File: src/design/mie_cfg.svh
// constants of the instruction execute block: fields, offsets, resets
// assumes inclusion by bare name from design files and the checker
`ifndef MIE_CFG_SVH
`define MIE_CFG_SVH

// ********************************************************
// instruction word fields
// ********************************************************
`define MIE_IW_W        14
`define MIE_CAT_HI      13
`define MIE_CAT_LO      12
`define MIE_FADDR_HI    6
`define MIE_DEST_BIT    7
`define MIE_BSEL_HI     9
`define MIE_BSEL_LO     7
`define MIE_BOP_HI      11
`define MIE_BOP_LO      10
`define MIE_K8_HI       7
`define MIE_K11_HI      10
`define MIE_GOTO_BIT    11
`define MIE_PORT_A_DATA_REG_ADDR  7'h05
`define MIE_NOP_WORD    14'h0000

// ********************************************************
// timing: four oscillator periods per instruction cycle
// ********************************************************
`define MIE_OSC_PER_CYCLE 4

// ********************************************************
// register offsets and reset values
// ********************************************************
`define MIE_OFS_CTRL    8'h00
`define MIE_OFS_STAT    8'h04
`define MIE_OFS_PC      8'h08
`define MIE_CTRL_RST    1'b0
`define MIE_PC_RST      11'h000
`define MIE_W_RST       8'h00
`define MIE_STAT_C      8
`define MIE_STAT_DC     9
`define MIE_STAT_Z      10
`define MIE_STAT_INJ    11
`define MIE_STAT_RUN    12
`define MIE_RESP_OKAY   2'h0
`define MIE_RESP_SLVERR 2'h2

`endif

File: src/design/mie_pkg.sv
// types of the instruction execute block
// assumes mie_cfg.svh for numeric constants
package mie_pkg;

  // one-hot phase of the instruction cycle
  typedef enum logic [3:0]
  {
    PH_Q1 = 4'b0001,
    PH_Q2 = 4'b0010,
    PH_Q3 = 4'b0100,
    PH_Q4 = 4'b1000
  } mie_phase_e;

  // decoded operation
  typedef enum logic [3:0]
  {
    OP_NOP      = 4'h0,
    OP_ADDREG   = 4'h1,
    OP_CLRREG   = 4'h2,
    OP_BITCLR   = 4'h3,
    OP_BITSET   = 4'h4,
    OP_SKIPCLR  = 4'h5,
    OP_SKIPSET  = 4'h6,
    OP_ADDLIT   = 4'h7,
    OP_MOVLIT   = 4'h8,
    OP_JUMP     = 4'h9
  } mie_op_e;

endpackage

File: src/design/mie_alu.sv
// 8-bit adder with carry, digit carry and zero outputs
// assumes purely combinational use inside the core
`timescale 1ns/100ps
module mie_alu
(
  // operands
  input  wire logic [7:0] opA,
  input  wire logic [7:0] opB,
  // result and flags
  output logic      [7:0] sum,
  output logic            carry,
  output logic            digitCarry,
  output logic            zero
);

  logic [4:0] lowSum;
  logic [8:0] fullSum;

  always_comb
  begin
    lowSum     = {1'b0, opA[3:0]} + {1'b0, opB[3:0]};
    fullSum    = {1'b0, opA} + {1'b0, opB};
    sum        = fullSum[7:0];
    carry      = fullSum[8];   // out of bit 7
    digitCarry = lowSum[4];    // out of bit 3
    zero       = (fullSum[7:0] == 8'h00);
  end

endmodule

File: src/design/mie_core.sv
// instruction execute core: fetch, decode, read-modify-write, flags
// assumes program memory and data file answer within one clock on
// the same clock; software reaches control and state over AXI4-Lite
`timescale 1ns/100ps
`include "mie_cfg.svh"

// Operation
// - each instruction is one 14-bit word, opcode plus operand fields
// - destination bit 0 writes working register, 1 writes file register
// - seven-bit file address reaches registers 0x00 to 0x7F
// - bit-select field picks one bit of the addressed 8-bit register
// - literal is 8-bit or 11-bit depending on the category
// - one instruction cycle is four oscillator periods
// - skip taken or program counter change adds a no-op cycle
// - file operand is read, modified, then written back
// - clearing port A still reads it, clearing change condition
// - add literal to working register, update carry, digit, zero
// - add working to file register into chosen destination, flags
// - bit clear zeroes one bit, flags untouched
// - bit set forces one bit high, flags untouched
module mie_core
#(
  parameter int PC_W = 11
)
(
  // clock and reset
  input  wire logic               clk,
  input  wire logic               rst_n,
  // program memory
  output logic [PC_W-1:0]         progAddr,
  input  wire logic [`MIE_IW_W-1:0] progData,
  // data register file
  output logic [6:0]              fileAddr,
  output logic                    fileRdEn,
  input  wire logic [7:0]         fileRdData,
  output logic                    fileWrEn,
  output logic [7:0]              fileWrData,
  output logic                    portARead,
  // axi4-lite write address and data
  input  wire logic [7:0]         awaddr,
  input  wire logic               awvalid,
  output logic                    awready,
  input  wire logic [31:0]        wdata,
  input  wire logic [3:0]         wstrb,
  input  wire logic               wvalid,
  output logic                    wready,
  // axi4-lite write response
  output logic [1:0]              bresp,
  output logic                    bvalid,
  input  wire logic               bready,
  // axi4-lite read
  input  wire logic [7:0]         araddr,
  input  wire logic               arvalid,
  output logic                    arready,
  output logic [31:0]             rdata,
  output logic [1:0]              rresp,
  output logic                    rvalid,
  input  wire logic               rready
);

  // ********************************************************
  // declarations
  // ********************************************************
  mie_pkg::mie_phase_e  phase_r;
  mie_pkg::mie_op_e     op;
  logic [`MIE_IW_W-1:0] ir_r;
  logic [PC_W-1:0]      pc_r;
  logic [7:0]           w_r;
  logic                 c_r;
  logic                 dc_r;
  logic                 z_r;
  logic                 flush_r;
  logic                 flushHold_r;
  logic                 holdPc_r;
  logic                 inject_r;
  logic [7:0]           rd_r;
  logic [7:0]           res_r;
  logic                 resToFile_r;
  logic                 resToW_r;
  logic                 setC_r;
  logic                 setDc_r;
  logic                 setZ_r;
  logic                 newC_r;
  logic                 newDc_r;
  logic                 newZ_r;
  logic                 skip_r;
  logic                 run_r;
  logic [7:0]           bitMask;
  logic [7:0]           addB;
  logic [7:0]           aluSum;
  logic                 aluC;
  logic                 aluDc;
  logic                 aluZ;
  logic                 usesFile;
  logic                 destFile;
  logic [7:0]           lit8;
  logic [PC_W-1:0]      lit11;
  logic [7:0]           awAddr_r;
  logic                 awHave_r;
  logic [31:0]          wData_r;
  logic [3:0]           wStrb_r;
  logic                 wHave_r;

  // ********************************************************
  // instruction cycle sequencer
  // ********************************************************

  always_ff @(posedge clk or negedge rst_n)
  begin
    if (!rst_n)
      phase_r <= mie_pkg::PH_Q1;
    else
    begin
      case (phase_r)
        mie_pkg::PH_Q1: phase_r <= mie_pkg::PH_Q2;
        mie_pkg::PH_Q2: phase_r <= mie_pkg::PH_Q3;
        mie_pkg::PH_Q3: phase_r <= mie_pkg::PH_Q4;
        mie_pkg::PH_Q4: phase_r <= mie_pkg::PH_Q1;
        default:        phase_r <= mie_pkg::PH_Q1;
      endcase
    end
  end

  // fetch at end of Q1; flushed or halted cycles run a no-op
  // second cycle executes as no-op
  always_ff @(posedge clk or negedge rst_n)
  begin
    if (!rst_n)
    begin
      ir_r     <= `MIE_NOP_WORD;
      holdPc_r <= 1'b1;
      inject_r <= 1'b1;
    end
    else if (phase_r == mie_pkg::PH_Q1)
    begin
      ir_r     <= (flush_r || !run_r) ? `MIE_NOP_WORD : progData;
      holdPc_r <= (flush_r && flushHold_r) || (!flush_r && !run_r);
      inject_r <= flush_r || !run_r;
    end
  end

  // ********************************************************
  // decode
  // ********************************************************

  // split word into category, opcode and operands
  always_comb
  begin
    op = mie_pkg::OP_NOP;
    case (ir_r[`MIE_CAT_HI:`MIE_CAT_LO])
      2'b00:
      begin
        if (ir_r[11:8] == 4'b0111)
          op = mie_pkg::OP_ADDREG;
        else if (ir_r[11:7] == 5'b00011)
          op = mie_pkg::OP_CLRREG;
        else
          op = mie_pkg::OP_NOP;
      end
      2'b01:
      begin
        case (ir_r[`MIE_BOP_HI:`MIE_BOP_LO])
          2'b00:   op = mie_pkg::OP_BITCLR;
          2'b01:   op = mie_pkg::OP_BITSET;
          2'b10:   op = mie_pkg::OP_SKIPCLR;
          default: op = mie_pkg::OP_SKIPSET;
        endcase
      end
      2'b10:
        op = ir_r[`MIE_GOTO_BIT] ? mie_pkg::OP_JUMP : mie_pkg::OP_NOP;
      default:
      begin
        if (ir_r[11:9] == 3'b111)
          op = mie_pkg::OP_ADDLIT;
        else if (ir_r[11:10] == 2'b00)
          op = mie_pkg::OP_MOVLIT;
        else
          op = mie_pkg::OP_NOP;
      end
    endcase
  end

  // operand fields
  // 8-bit and 11-bit literals
  assign lit8  = ir_r[`MIE_K8_HI:0];
  assign lit11 = PC_W'(ir_r[`MIE_K11_HI:0]);
  assign bitMask = 8'h01 << ir_r[`MIE_BSEL_HI:`MIE_BSEL_LO];
  assign destFile = ir_r[`MIE_DEST_BIT];

  assign usesFile = (op == mie_pkg::OP_ADDREG)
                 || (op == mie_pkg::OP_CLRREG)
                 || (op == mie_pkg::OP_BITCLR)
                 || (op == mie_pkg::OP_BITSET)
                 || (op == mie_pkg::OP_SKIPCLR)
                 || (op == mie_pkg::OP_SKIPSET);

  // ********************************************************
  // data file access
  // ********************************************************

  assign fileAddr = ir_r[`MIE_FADDR_HI:0];
  assign fileRdEn = (phase_r == mie_pkg::PH_Q2) && usesFile;
  // clear of port A still reads it
  assign portARead = fileRdEn && (fileAddr == `MIE_PORT_A_DATA_REG_ADDR);
  assign fileWrEn  = (phase_r == mie_pkg::PH_Q4) && resToFile_r;
  assign fileWrData = res_r;
  assign progAddr   = pc_r;

  // capture the read value at end of Q2
  always_ff @(posedge clk or negedge rst_n)
  begin
    if (!rst_n)
      rd_r <= 8'h00;
    else if (fileRdEn)
      rd_r <= fileRdData;
  end

  // adder second operand: literal or file value
  assign addB = (op == mie_pkg::OP_ADDLIT) ? lit8 : rd_r;

  mie_alu uAlu
  (
    .opA        (w_r),
    .opB        (addB),
    .sum        (aluSum),
    .carry      (aluC),
    .digitCarry (aluDc),
    .zero       (aluZ)
  );

  // ********************************************************
  // modify in Q3
  // ********************************************************
  always_ff @(posedge clk or negedge rst_n)
  begin
    if (!rst_n)
    begin
      res_r       <= 8'h00;
      resToFile_r <= 1'b0;
      resToW_r    <= 1'b0;
      setC_r      <= 1'b0;
      setDc_r     <= 1'b0;
      setZ_r      <= 1'b0;
      newC_r      <= 1'b0;
      newDc_r     <= 1'b0;
      newZ_r      <= 1'b0;
      skip_r      <= 1'b0;
    end
    else if (phase_r == mie_pkg::PH_Q3)
    begin
      res_r       <= rd_r;
      resToFile_r <= 1'b0;
      resToW_r    <= 1'b0;
      setC_r      <= 1'b0;
      setDc_r     <= 1'b0;
      setZ_r      <= 1'b0;
      newC_r      <= aluC;
      newDc_r     <= aluDc;
      newZ_r      <= aluZ;
      skip_r      <= 1'b0;
      case (op)
        mie_pkg::OP_ADDREG:
        begin
          res_r       <= aluSum;
          resToFile_r <= destFile;
          resToW_r    <= !destFile;
          setC_r      <= 1'b1;
          setDc_r     <= 1'b1;
          setZ_r      <= 1'b1;
        end
        // clear after read, zero flag set
        mie_pkg::OP_CLRREG:
        begin
          res_r       <= 8'h00;
          resToFile_r <= 1'b1;
          setZ_r      <= 1'b1;
          newZ_r      <= 1'b1;
        end
        mie_pkg::OP_BITCLR:
        begin
          res_r       <= rd_r & ~bitMask;
          resToFile_r <= 1'b1;
        end
        mie_pkg::OP_BITSET:
        begin
          res_r       <= rd_r | bitMask;
          resToFile_r <= 1'b1;
        end
        mie_pkg::OP_SKIPCLR:
          skip_r <= ((rd_r & bitMask) == 8'h00);
        mie_pkg::OP_SKIPSET:
          skip_r <= ((rd_r & bitMask) != 8'h00);
        mie_pkg::OP_ADDLIT:
        begin
          res_r    <= aluSum;
          resToW_r <= 1'b1;
          setC_r   <= 1'b1;
          setDc_r  <= 1'b1;
          setZ_r   <= 1'b1;
        end
        mie_pkg::OP_MOVLIT:
        begin
          res_r    <= lit8;
          resToW_r <= 1'b1;
        end
        default:
          res_r <= rd_r;
      endcase
    end
  end

  // ********************************************************
  // commit in Q4
  // ********************************************************

  // working register
  // result to working register for add and move literal, or for add register when select is 0
  always_ff @(posedge clk or negedge rst_n)
  begin
    if (!rst_n)
      w_r <= `MIE_W_RST;
    else if ((phase_r == mie_pkg::PH_Q4) && resToW_r)
      w_r <= res_r;
  end

  // status flags
  // flags only for arithmetic and clear
  always_ff @(posedge clk or negedge rst_n)
  begin
    if (!rst_n)
    begin
      c_r  <= 1'b0;
      dc_r <= 1'b0;
      z_r  <= 1'b0;
    end
    else if (phase_r == mie_pkg::PH_Q4)
    begin
      if (setC_r)
        c_r <= newC_r;
      if (setDc_r)
        dc_r <= newDc_r;
      if (setZ_r)
        z_r <= newZ_r;
    end
  end

  // program counter and no-op insertion
  // jump or taken skip costs two cycles
  always_ff @(posedge clk or negedge rst_n)
  begin
    if (!rst_n)
    begin
      pc_r        <= `MIE_PC_RST;
      flush_r     <= 1'b0;
      flushHold_r <= 1'b0;
    end
    else if (phase_r == mie_pkg::PH_Q4)
    begin
      flush_r     <= skip_r || (op == mie_pkg::OP_JUMP);
      flushHold_r <= (op == mie_pkg::OP_JUMP);
      if (op == mie_pkg::OP_JUMP)
        pc_r <= lit11;
      else if (!holdPc_r)
        pc_r <= pc_r + PC_W'(1);
    end
  end

  // ********************************************************
  // axi4-lite slave
  // ********************************************************
  assign awready = !awHave_r && !bvalid;
  assign wready  = !wHave_r && !bvalid;
  assign arready = !rvalid;

  // hold address and data until both are in
  always_ff @(posedge clk or negedge rst_n)
  begin
    if (!rst_n)
    begin
      awHave_r <= 1'b0;
      awAddr_r <= 8'h00;
      wHave_r  <= 1'b0;
      wData_r  <= 32'h0000_0000;
      wStrb_r  <= 4'h0;
    end
    else if (awHave_r && wHave_r)
    begin
      awHave_r <= 1'b0;
      wHave_r  <= 1'b0;
    end
    else
    begin
      if (awvalid && awready)
      begin
        awHave_r <= 1'b1;
        awAddr_r <= awaddr;
      end
      if (wvalid && wready)
      begin
        wHave_r <= 1'b1;
        wData_r <= wdata;
        wStrb_r <= wstrb;
      end
    end
  end

  // register write and response
  always_ff @(posedge clk or negedge rst_n)
  begin
    if (!rst_n)
    begin
      run_r  <= `MIE_CTRL_RST;
      bvalid <= 1'b0;
      bresp  <= `MIE_RESP_OKAY;
    end
    else if (awHave_r && wHave_r)
    begin
      bvalid <= 1'b1;
      bresp  <= `MIE_RESP_OKAY;
      if (awAddr_r[7:2] == `MIE_OFS_CTRL >> 2)
      begin
        if (wStrb_r[0])
          run_r <= wData_r[0];
      end
      else if (awAddr_r[7:2] != `MIE_OFS_STAT >> 2
            && awAddr_r[7:2] != `MIE_OFS_PC >> 2)
        bresp <= `MIE_RESP_SLVERR;
    end
    else if (bvalid && bready)
      bvalid <= 1'b0;
  end

  // register read
  always_ff @(posedge clk or negedge rst_n)
  begin
    if (!rst_n)
    begin
      rvalid <= 1'b0;
      rdata  <= 32'h0000_0000;
      rresp  <= `MIE_RESP_OKAY;
    end
    else if (arvalid && arready)
    begin
      rvalid <= 1'b1;
      rresp  <= `MIE_RESP_OKAY;
      rdata  <= 32'h0000_0000;
      case (araddr[7:2])
        `MIE_OFS_CTRL >> 2:
          rdata[0] <= run_r;
        `MIE_OFS_STAT >> 2:
        begin
          rdata[7:0]            <= w_r;
          rdata[`MIE_STAT_C]    <= c_r;
          rdata[`MIE_STAT_DC]   <= dc_r;
          rdata[`MIE_STAT_Z]    <= z_r;
          rdata[`MIE_STAT_INJ]  <= inject_r;
          rdata[`MIE_STAT_RUN]  <= run_r;
        end
        `MIE_OFS_PC >> 2:
          rdata[PC_W-1:0] <= pc_r;
        default:
          rresp <= `MIE_RESP_SLVERR;
      endcase
    end
    else if (rvalid && rready)
      rvalid <= 1'b0;
  end

endmodule

File: config.mk
export PLATFORM = sky130hd
export DESIGN_NAME = mie_core
export DESIGN_NICKNAME = d
export VERILOG_FILES = /design/src/design/mie_pkg.sv /design/src/design/mie_alu.sv /design/src/design/mie_core.sv
export VERILOG_INCLUDE_DIRS = /design/src /design/src/design
export SDC_FILE = /design/constraint.sdc
export NUM_CORES = 1
export LEC_CHECK = 0
export BUFFER_PORTS_ARGS = -buffer_cell sky130_fd_sc_hd__clkbuf_2
export CAP_MARGIN = 10
export CORE_MARGIN = 2
export CORE_UTILIZATION = 37
export DETAILED_ROUTE_END_ITERATION = 7
export PLACE_DENSITY_LB_ADDON = 0.2
export SETUP_SLACK_MARGIN = 0.2
export SLEW_MARGIN = 15
export SYNTH_ARGS = -nofsm -noshare
export SYNTH_HDL_FRONTEND = slang
export SYNTH_SLANG_ARGS = --single-unit
File: constraint.sdc
create_clock -name clk -period 4.1 [get_ports clk]
set_input_delay 0.41 -clock clk [delete_from_list [all_inputs] [get_ports clk]]
set_output_delay 0.41 -clock clk [all_outputs]
set_load 0.02 [all_outputs]
### Word level (Yosys, flattened, before mapping)

Cells that the tools add are included.

| storage, ports and cells | value |
|---|---|
| output and inout bits | 70 |
| input port bits | 81 |
| register bits | 100 |

| operators by class | value |
|---|---|
| reductions and logical operators | 52 |
| equality and inequality tests | 26 |
| shift operators | 1 |
| bitwise logic cells | 5 |
| muxes and demuxes | 33 |
| add/subtract/negate cells | 3 |

Operators with widths:

| kind | count |
|---|---|
| one-hot mux 8 bit (5 select lines) | 1 |
| equality test 4 x 3 -> 1 bit (second input constant) | 6 |
| one-hot mux 4 bit (3 select lines) | 2 |
| two-way mux 11 bit | 2 |
| one-hot mux 10 bit (2 select lines) | 1 |
| AND 8 bit | 2 |
| logical NOT 8 bit | 2 |
| two-way mux 4 bit | 4 |
| logical AND 1 bit | 15 |
| two-way mux 14 bit | 1 |
| equality test 4 x 2 -> 1 bit (second input constant) | 3 |
| equality test 4 bit (second input constant) | 3 |
| logical NOT 6 bit | 2 |
| adder 11 x 1 -> 11 bit (second input constant) | 1 |
| two-way mux 1 bit | 11 |
| two-way mux 2 bit | 5 |
| AND reduction 2 bit | 5 |
| adder 8 x 8 -> 9 bit | 1 |
| one-hot mux 3 bit (3 select lines) | 1 |
| OR reduction 3 bit | 3 |
| equality test 4 x 1 -> 1 bit (second input constant) | 2 |
| logical OR 1 bit | 8 |
| two-way mux 8 bit | 1 |
| NOT 8 bit | 1 |
| 22 further kinds | 37 |

### Logic depth before layout (Yosys ltp)

| depth | value |
|---|---|
| word-level depth | 12 |
| depth in mapped cells | 17 |
| depth with buffers taken out | 16 |

### Modules after synthesis

From an unflattened synthesis, not the netlist that was laid out.

| unflattened totals | value |
|---|---|
| cell total of the unflattened synthesis | 556 |
| area total of the unflattened synthesis | 5390.2 µm² |

Modules (own cells, without submodules):

| module | times used | area each (µm²) | sequential area each (µm²) | cells each |
|---|---|---|---|---|
| mie_core | 1 | 5053.6 | 2406.1 | 517 |
| mie_alu | 1 | 336.6 | 0.0 | 39 |

### Worst setup path before layout

OpenSTA, ideal clock, no wires.

| timing path | value |
|---|---|
| kind | register to register |
| start point | reg ir_r[10] |
| end point | reg res_r[6], in the netlist fileWrData[6] |
| stages on the path, launching flop included | 17 |
| data required time | 3974 ps |
| arrival | 3488 ps |
| setup slack | 486 ps |
| cell sequence | dfrtp_1 > inv_1 > ha_1 > nor3b_1 > a21oi_2 > o21ai_1 > nand2_1 > buf_2 > mux2_1 > ha_1 > fa_1 > and3_1 > o21ai_0 > a21boi_0 > o21ba_2 > a211oi_1 > o21ai_1 |

| between the ends | value |
|---|---|
| cells in the longest elaborated chain, start to end | 8 |
| elaborated cells on any way between the ends | 22 |
| classes of those cells | add/sub (1); eq/ne (11); mux (8); reduce/logical (2) |

Ends and longest elaborated chain:

| item | RTL line | text |
|---|---|---|
| start, declared | mie_core.sv:66 | `` logic [`MIE_IW_W-1:0] ir_r; `` |
| start signal, assigned | mie_core.sv:130 | `` ir_r <= `MIE_NOP_WORD; `` |
| start signal, assigned | mie_core.sv:136 | `` ir_r <= (flush_r \|\| !run_r) ? `MIE_NOP_WORD : progData; `` |
| equality test 5 x 2 -> 1 bit / logical NOT 2 bit (equally long branches) | mie_core.sv:155, mie_core.sv:162, mie_core.sv:175 |  |
| two-way mux 2 bit / two-way mux 4 bit (equally long branches) | mie_core.sv:155, mie_core.sv:175 |  |
| two-way mux 4 bit (on tied branches) | mie_core.sv:153, mie_core.sv:173 |  |
| one-hot mux 4 bit (3 select lines) (*) | mie_core.sv:150 | `` case (ir_r[`MIE_CAT_HI:`MIE_CAT_LO]) `` |
| equality test 4 x 3 -> 1 bit | mie_core.sv:219, mie_core.sv:261 |  |
| two-way mux 8 bit | mie_core.sv:219 | `assign addB = (op == mie_pkg::OP_ADDLIT) ? lit8 : rd_r;` |
| adder 8 x 8 -> 9 bit | mie_alu.sv:22 | `fullSum = {1'b0, opA} + {1'b0, opB};` |
| one-hot mux 8 bit (5 select lines) (*) | mie_core.sv:261 | `case (op)` |
| end signal, assigned | mie_core.sv:264 | `res_r <= aluSum;` |
| end signal, assigned | mie_core.sv:281 | `res_r <= rd_r & ~bitMask;` |
| end signal, assigned | mie_core.sv:286 | `res_r <= rd_r \| bitMask;` |
| end, declared | mie_core.sv:77 | `logic [7:0] res_r;` |

Mark *: on every way between the ends. The rest lies on a longest branch, timed or not.
A chain may end at the register's enable or synchronous reset.

### Worst setup path after layout

| timing path | value |
|---|---|
| start point | reg ir_r[11] |
| end point | reg res_r[6], in the netlist fileWrData[6] |

Same word-level chain as after synthesis.

==> impl_metrics.json <==
{
  "post-route-period-util_pct": 89.7,
  "crit_path_end_kind": "flip-flop",
  "synth_top_family_by_area": "simple AND/OR/NAND/NOR gates",
  "layout-drive-gt1-share_pct": 25.1,
  "setup_viol": 0,
  "tightest_slew_ns": 1.02,
  "synth_compound_area_share_pct": 17.1,
  "ios": 151,
  "grt_pass1_wl_um": 24000,
  "fmax_mhz": 272,
  "leakage_nw": 2.95,
  "clock_latency_ns": 0.36,
  "final_common_cell": "dfrtp_1",
  "grt_overflow": 0,
  "synthArstFlopShare_pct": 100,
  "drtAntennaViolNets": 0,
  "postPlaceCellArea_sq_mm": 0.00593,
  "vias": 4509,
  "nets": 762,
  "peakVddDrop_mv": 0.215,
  "die_y_um": 125,
  "crit_fanout": 10,
  "start_kind": "flip-flop",
  "ys_warn_count": 0,
  "dp_hpwl_um": 11100,
  "wl_per_cell_um": 17.5,
  "drv_cap": 0,
  "netlist-cell-type-count": 70,
  "fin_crit_ns": 3.68,
  "fin_ws_ns": 0.424,
  "rsz0062_at_grt": "no",
  "clock_skew_ns": 0.00965,
  "power_density_mw_per_mm2": 569,
  "antenna_cells": 0,
  "num_rows": 44,
  "core_sq_mm": 0.0144,
  "h-tree-depth": 3,
  "drv_slew": 0,
  "synthXorXnorAreaFrac_pct": 0.976,
  "postLayoutCellArea_sq_mm": 0.00626,
  "numCtsBuffers": 9,
  "required_ns": 4.33,
  "yosysSeqAreaShare_pct": 44.7,
  "dieArea_sq_mm": 0.0155,
  "synthMuxAreaShare_pct": 8.34,
  "initial_core_util_pct": 37.5,
  "synthAdderAreaFrac_pct": 3.16,
  "postCtsHoldBufs": 0,
  "mostFrequentLayoutCells": "92 x dfrtp_1, 90 x clkbuf_2, 76 x nand2_1",
  "avgSynthCellArea_sq_um": 9.24,
  "yosys_most_used_dff": "dfrtp_1",
  "cts_root_buffer": "clkbuf_16",
  "cts_buffer_depth": 2,
  "synth_cells": 583,
  "wirelength_um": 15000,
  "clk_pin_slew_worst_paths_ns": 0.07,
  "arrival_ns": 3.91,
  "slew_headroom_pct": 31.7,
  "area_growth_pct": 16.2,
  "syn_area_sq_mm": 0.00539,
  "cts.sink_count": 96,
  "grt_usage_pct": 19.7,
  "drt_iter0_drc": 265,
  "fin_tns_setup_ns": 0,
  "synthSimpleGateAreaFrac_pct": 18.8,
  "drc": 0,
  "tritoncts": "yes",
  "vias_per_cell": 5.26,
  "ys_ff_latch": 96,
  "dp_slack_ns": 0.165,
  "hold_class": "in2async",
  "finalHoldViolCount": 0,
  "status": "finished, final reports clean",
  "grt_max_degree": 63,
  "path_class": "reg2reg",
  "die_w_um": 125,
  "antenna_found_initial": 0,
  "port_buffers": 91,
  "grt_pass1_vias": 4389,
  "drt_first_pass_iters": 4,
  "gp_congestion": 0.898,
  "synth_edf_count": 0
}
[routing by layer]
layer  global-route usage (%)  up-vias  part of all wire (%)
li1                         -     2211                     -
met1                     27.3     2160                    48
met2                     30.9      123                    46
met4                     7.14        0                   1.7
met5                        0        -                     0
met3                     3.61       15                   4.3
[report_power, final]
part           total, mW  internal [mW]  leakage (nW)  switching [mW]
Clock              0.820          0.422         0.132           0.398
Combinational       1.25          0.540          1.58           0.714
Sequential          1.49           1.19          1.24           0.295
[kinds of logic after synthesis]
group / count (synthesis)
DFF: 96
buffers and inverters: 69
muxes: 38
and+or+nand+nor: 212
adders and majority gates: 13
xor gates and xnor gates: 6
AOI/OAI and AO/OA: 148
other: 1
[final cells by class]
type	instances	area (sq um)
clock buffers	10	229
clock inverters	6	52.6
fillers	1431	8110
inverters	20	75.1
multi-input cells	438	2720
flip-flops and latches	96	2410
well taps	184	230
repair buffers	103	548
[synth_stat cells, drive strengths merged, types with 3 or more instances]
cell	instances	area (sq um)
inv	19	71.3
o221ai	3	26.3
xnor2	4	35.0
and3	4	25.0
nor2	54	203
a21oi	36	184
o21ai	52	260
and2	3	18.8
a21boi	4	30.0
a31oi	6	37.5
nand2	77	292
buf	33	239
nor2b	3	18.8
a211oi	5	37.5
nand3b	3	22.5
clkbuf	16	60.1
a21o	3	22.5
mux2	35	394
o22ai	8	56.3
a22oi	4	35.0
nand3	35	175
a221oi	10	87.6
dfrtp	93	2330
dfstp	3	78.8
nor3	11	65.1
ha	12	150
nor4	5	52.6
[metrics by stage]
step / cells / power [mW] / utilization (%) / hold WS (ns)
3_3_place_gp: 840 / 2.68 / 41.3 / 0.457
4_1_cts: 856 / 3.54 / 43.3 / 0.182
5_1_grt: 857 / 3.80 / 43.6 / 0.223
3_5_place_dp: 840 / 2.71 / 41.3 / 0.456
6_report: 857 / 3.56 / 43.6 / 0.143
2_1_floorplan: 603 / 2.27 / - / 0.114
[state kept, by name, summed over array words and instances, names as in the netlist, 4 cells and up]
register,count
progAddr,11
w_r,8
rd_r,8
fileWrData,8
rdata,13
phase_r,4
awAddr_r,6
ir_r,14
[critical path, stage by stage (launching register included)]
cell,delay (ns)
dfrtp_2,0.46
inv_2,0.11
ha_1,0.15
nand4b_1,0.14
a22o_2,0.32
o21ai_2,0.14
nand2_1,0.12
buf_4,0.19
mux2_1,0.36
fa_1,0.44
and3_1,0.19
o21ai_1,0.18
a21boi_0,0.12
o21ba_2,0.24
a211oi_1,0.27
o21ai_1,0.11
[worst paths after layout]
path                            slack [ns]  cells after the start            end  startpoint
worst max register to register        0.42                     15  fileWrData[6]    ir_r[11]
max in group asynchronous             2.99                      2       awHave_r       rst_n
worst min-delay path                  0.14                      1         w_r[1]       rst_n
min in group clk                      0.24                      2         rvalid      rready
worst min register to register        0.47                      2         setZ_r      setZ_r
worst max-delay path                  0.42                     15  fileWrData[6]    ir_r[11]
[repair_timing]
action                                  4_1_cts  5_1_grt
cloned                                        0        0
gates resized for setup                       3        9
buffers inserted                              0        1
pin swaps                                     0        1
endpoints found under the setup margin        2        6
hold endpoints to repair                      0        0
(Power assumes the default switching activity.)
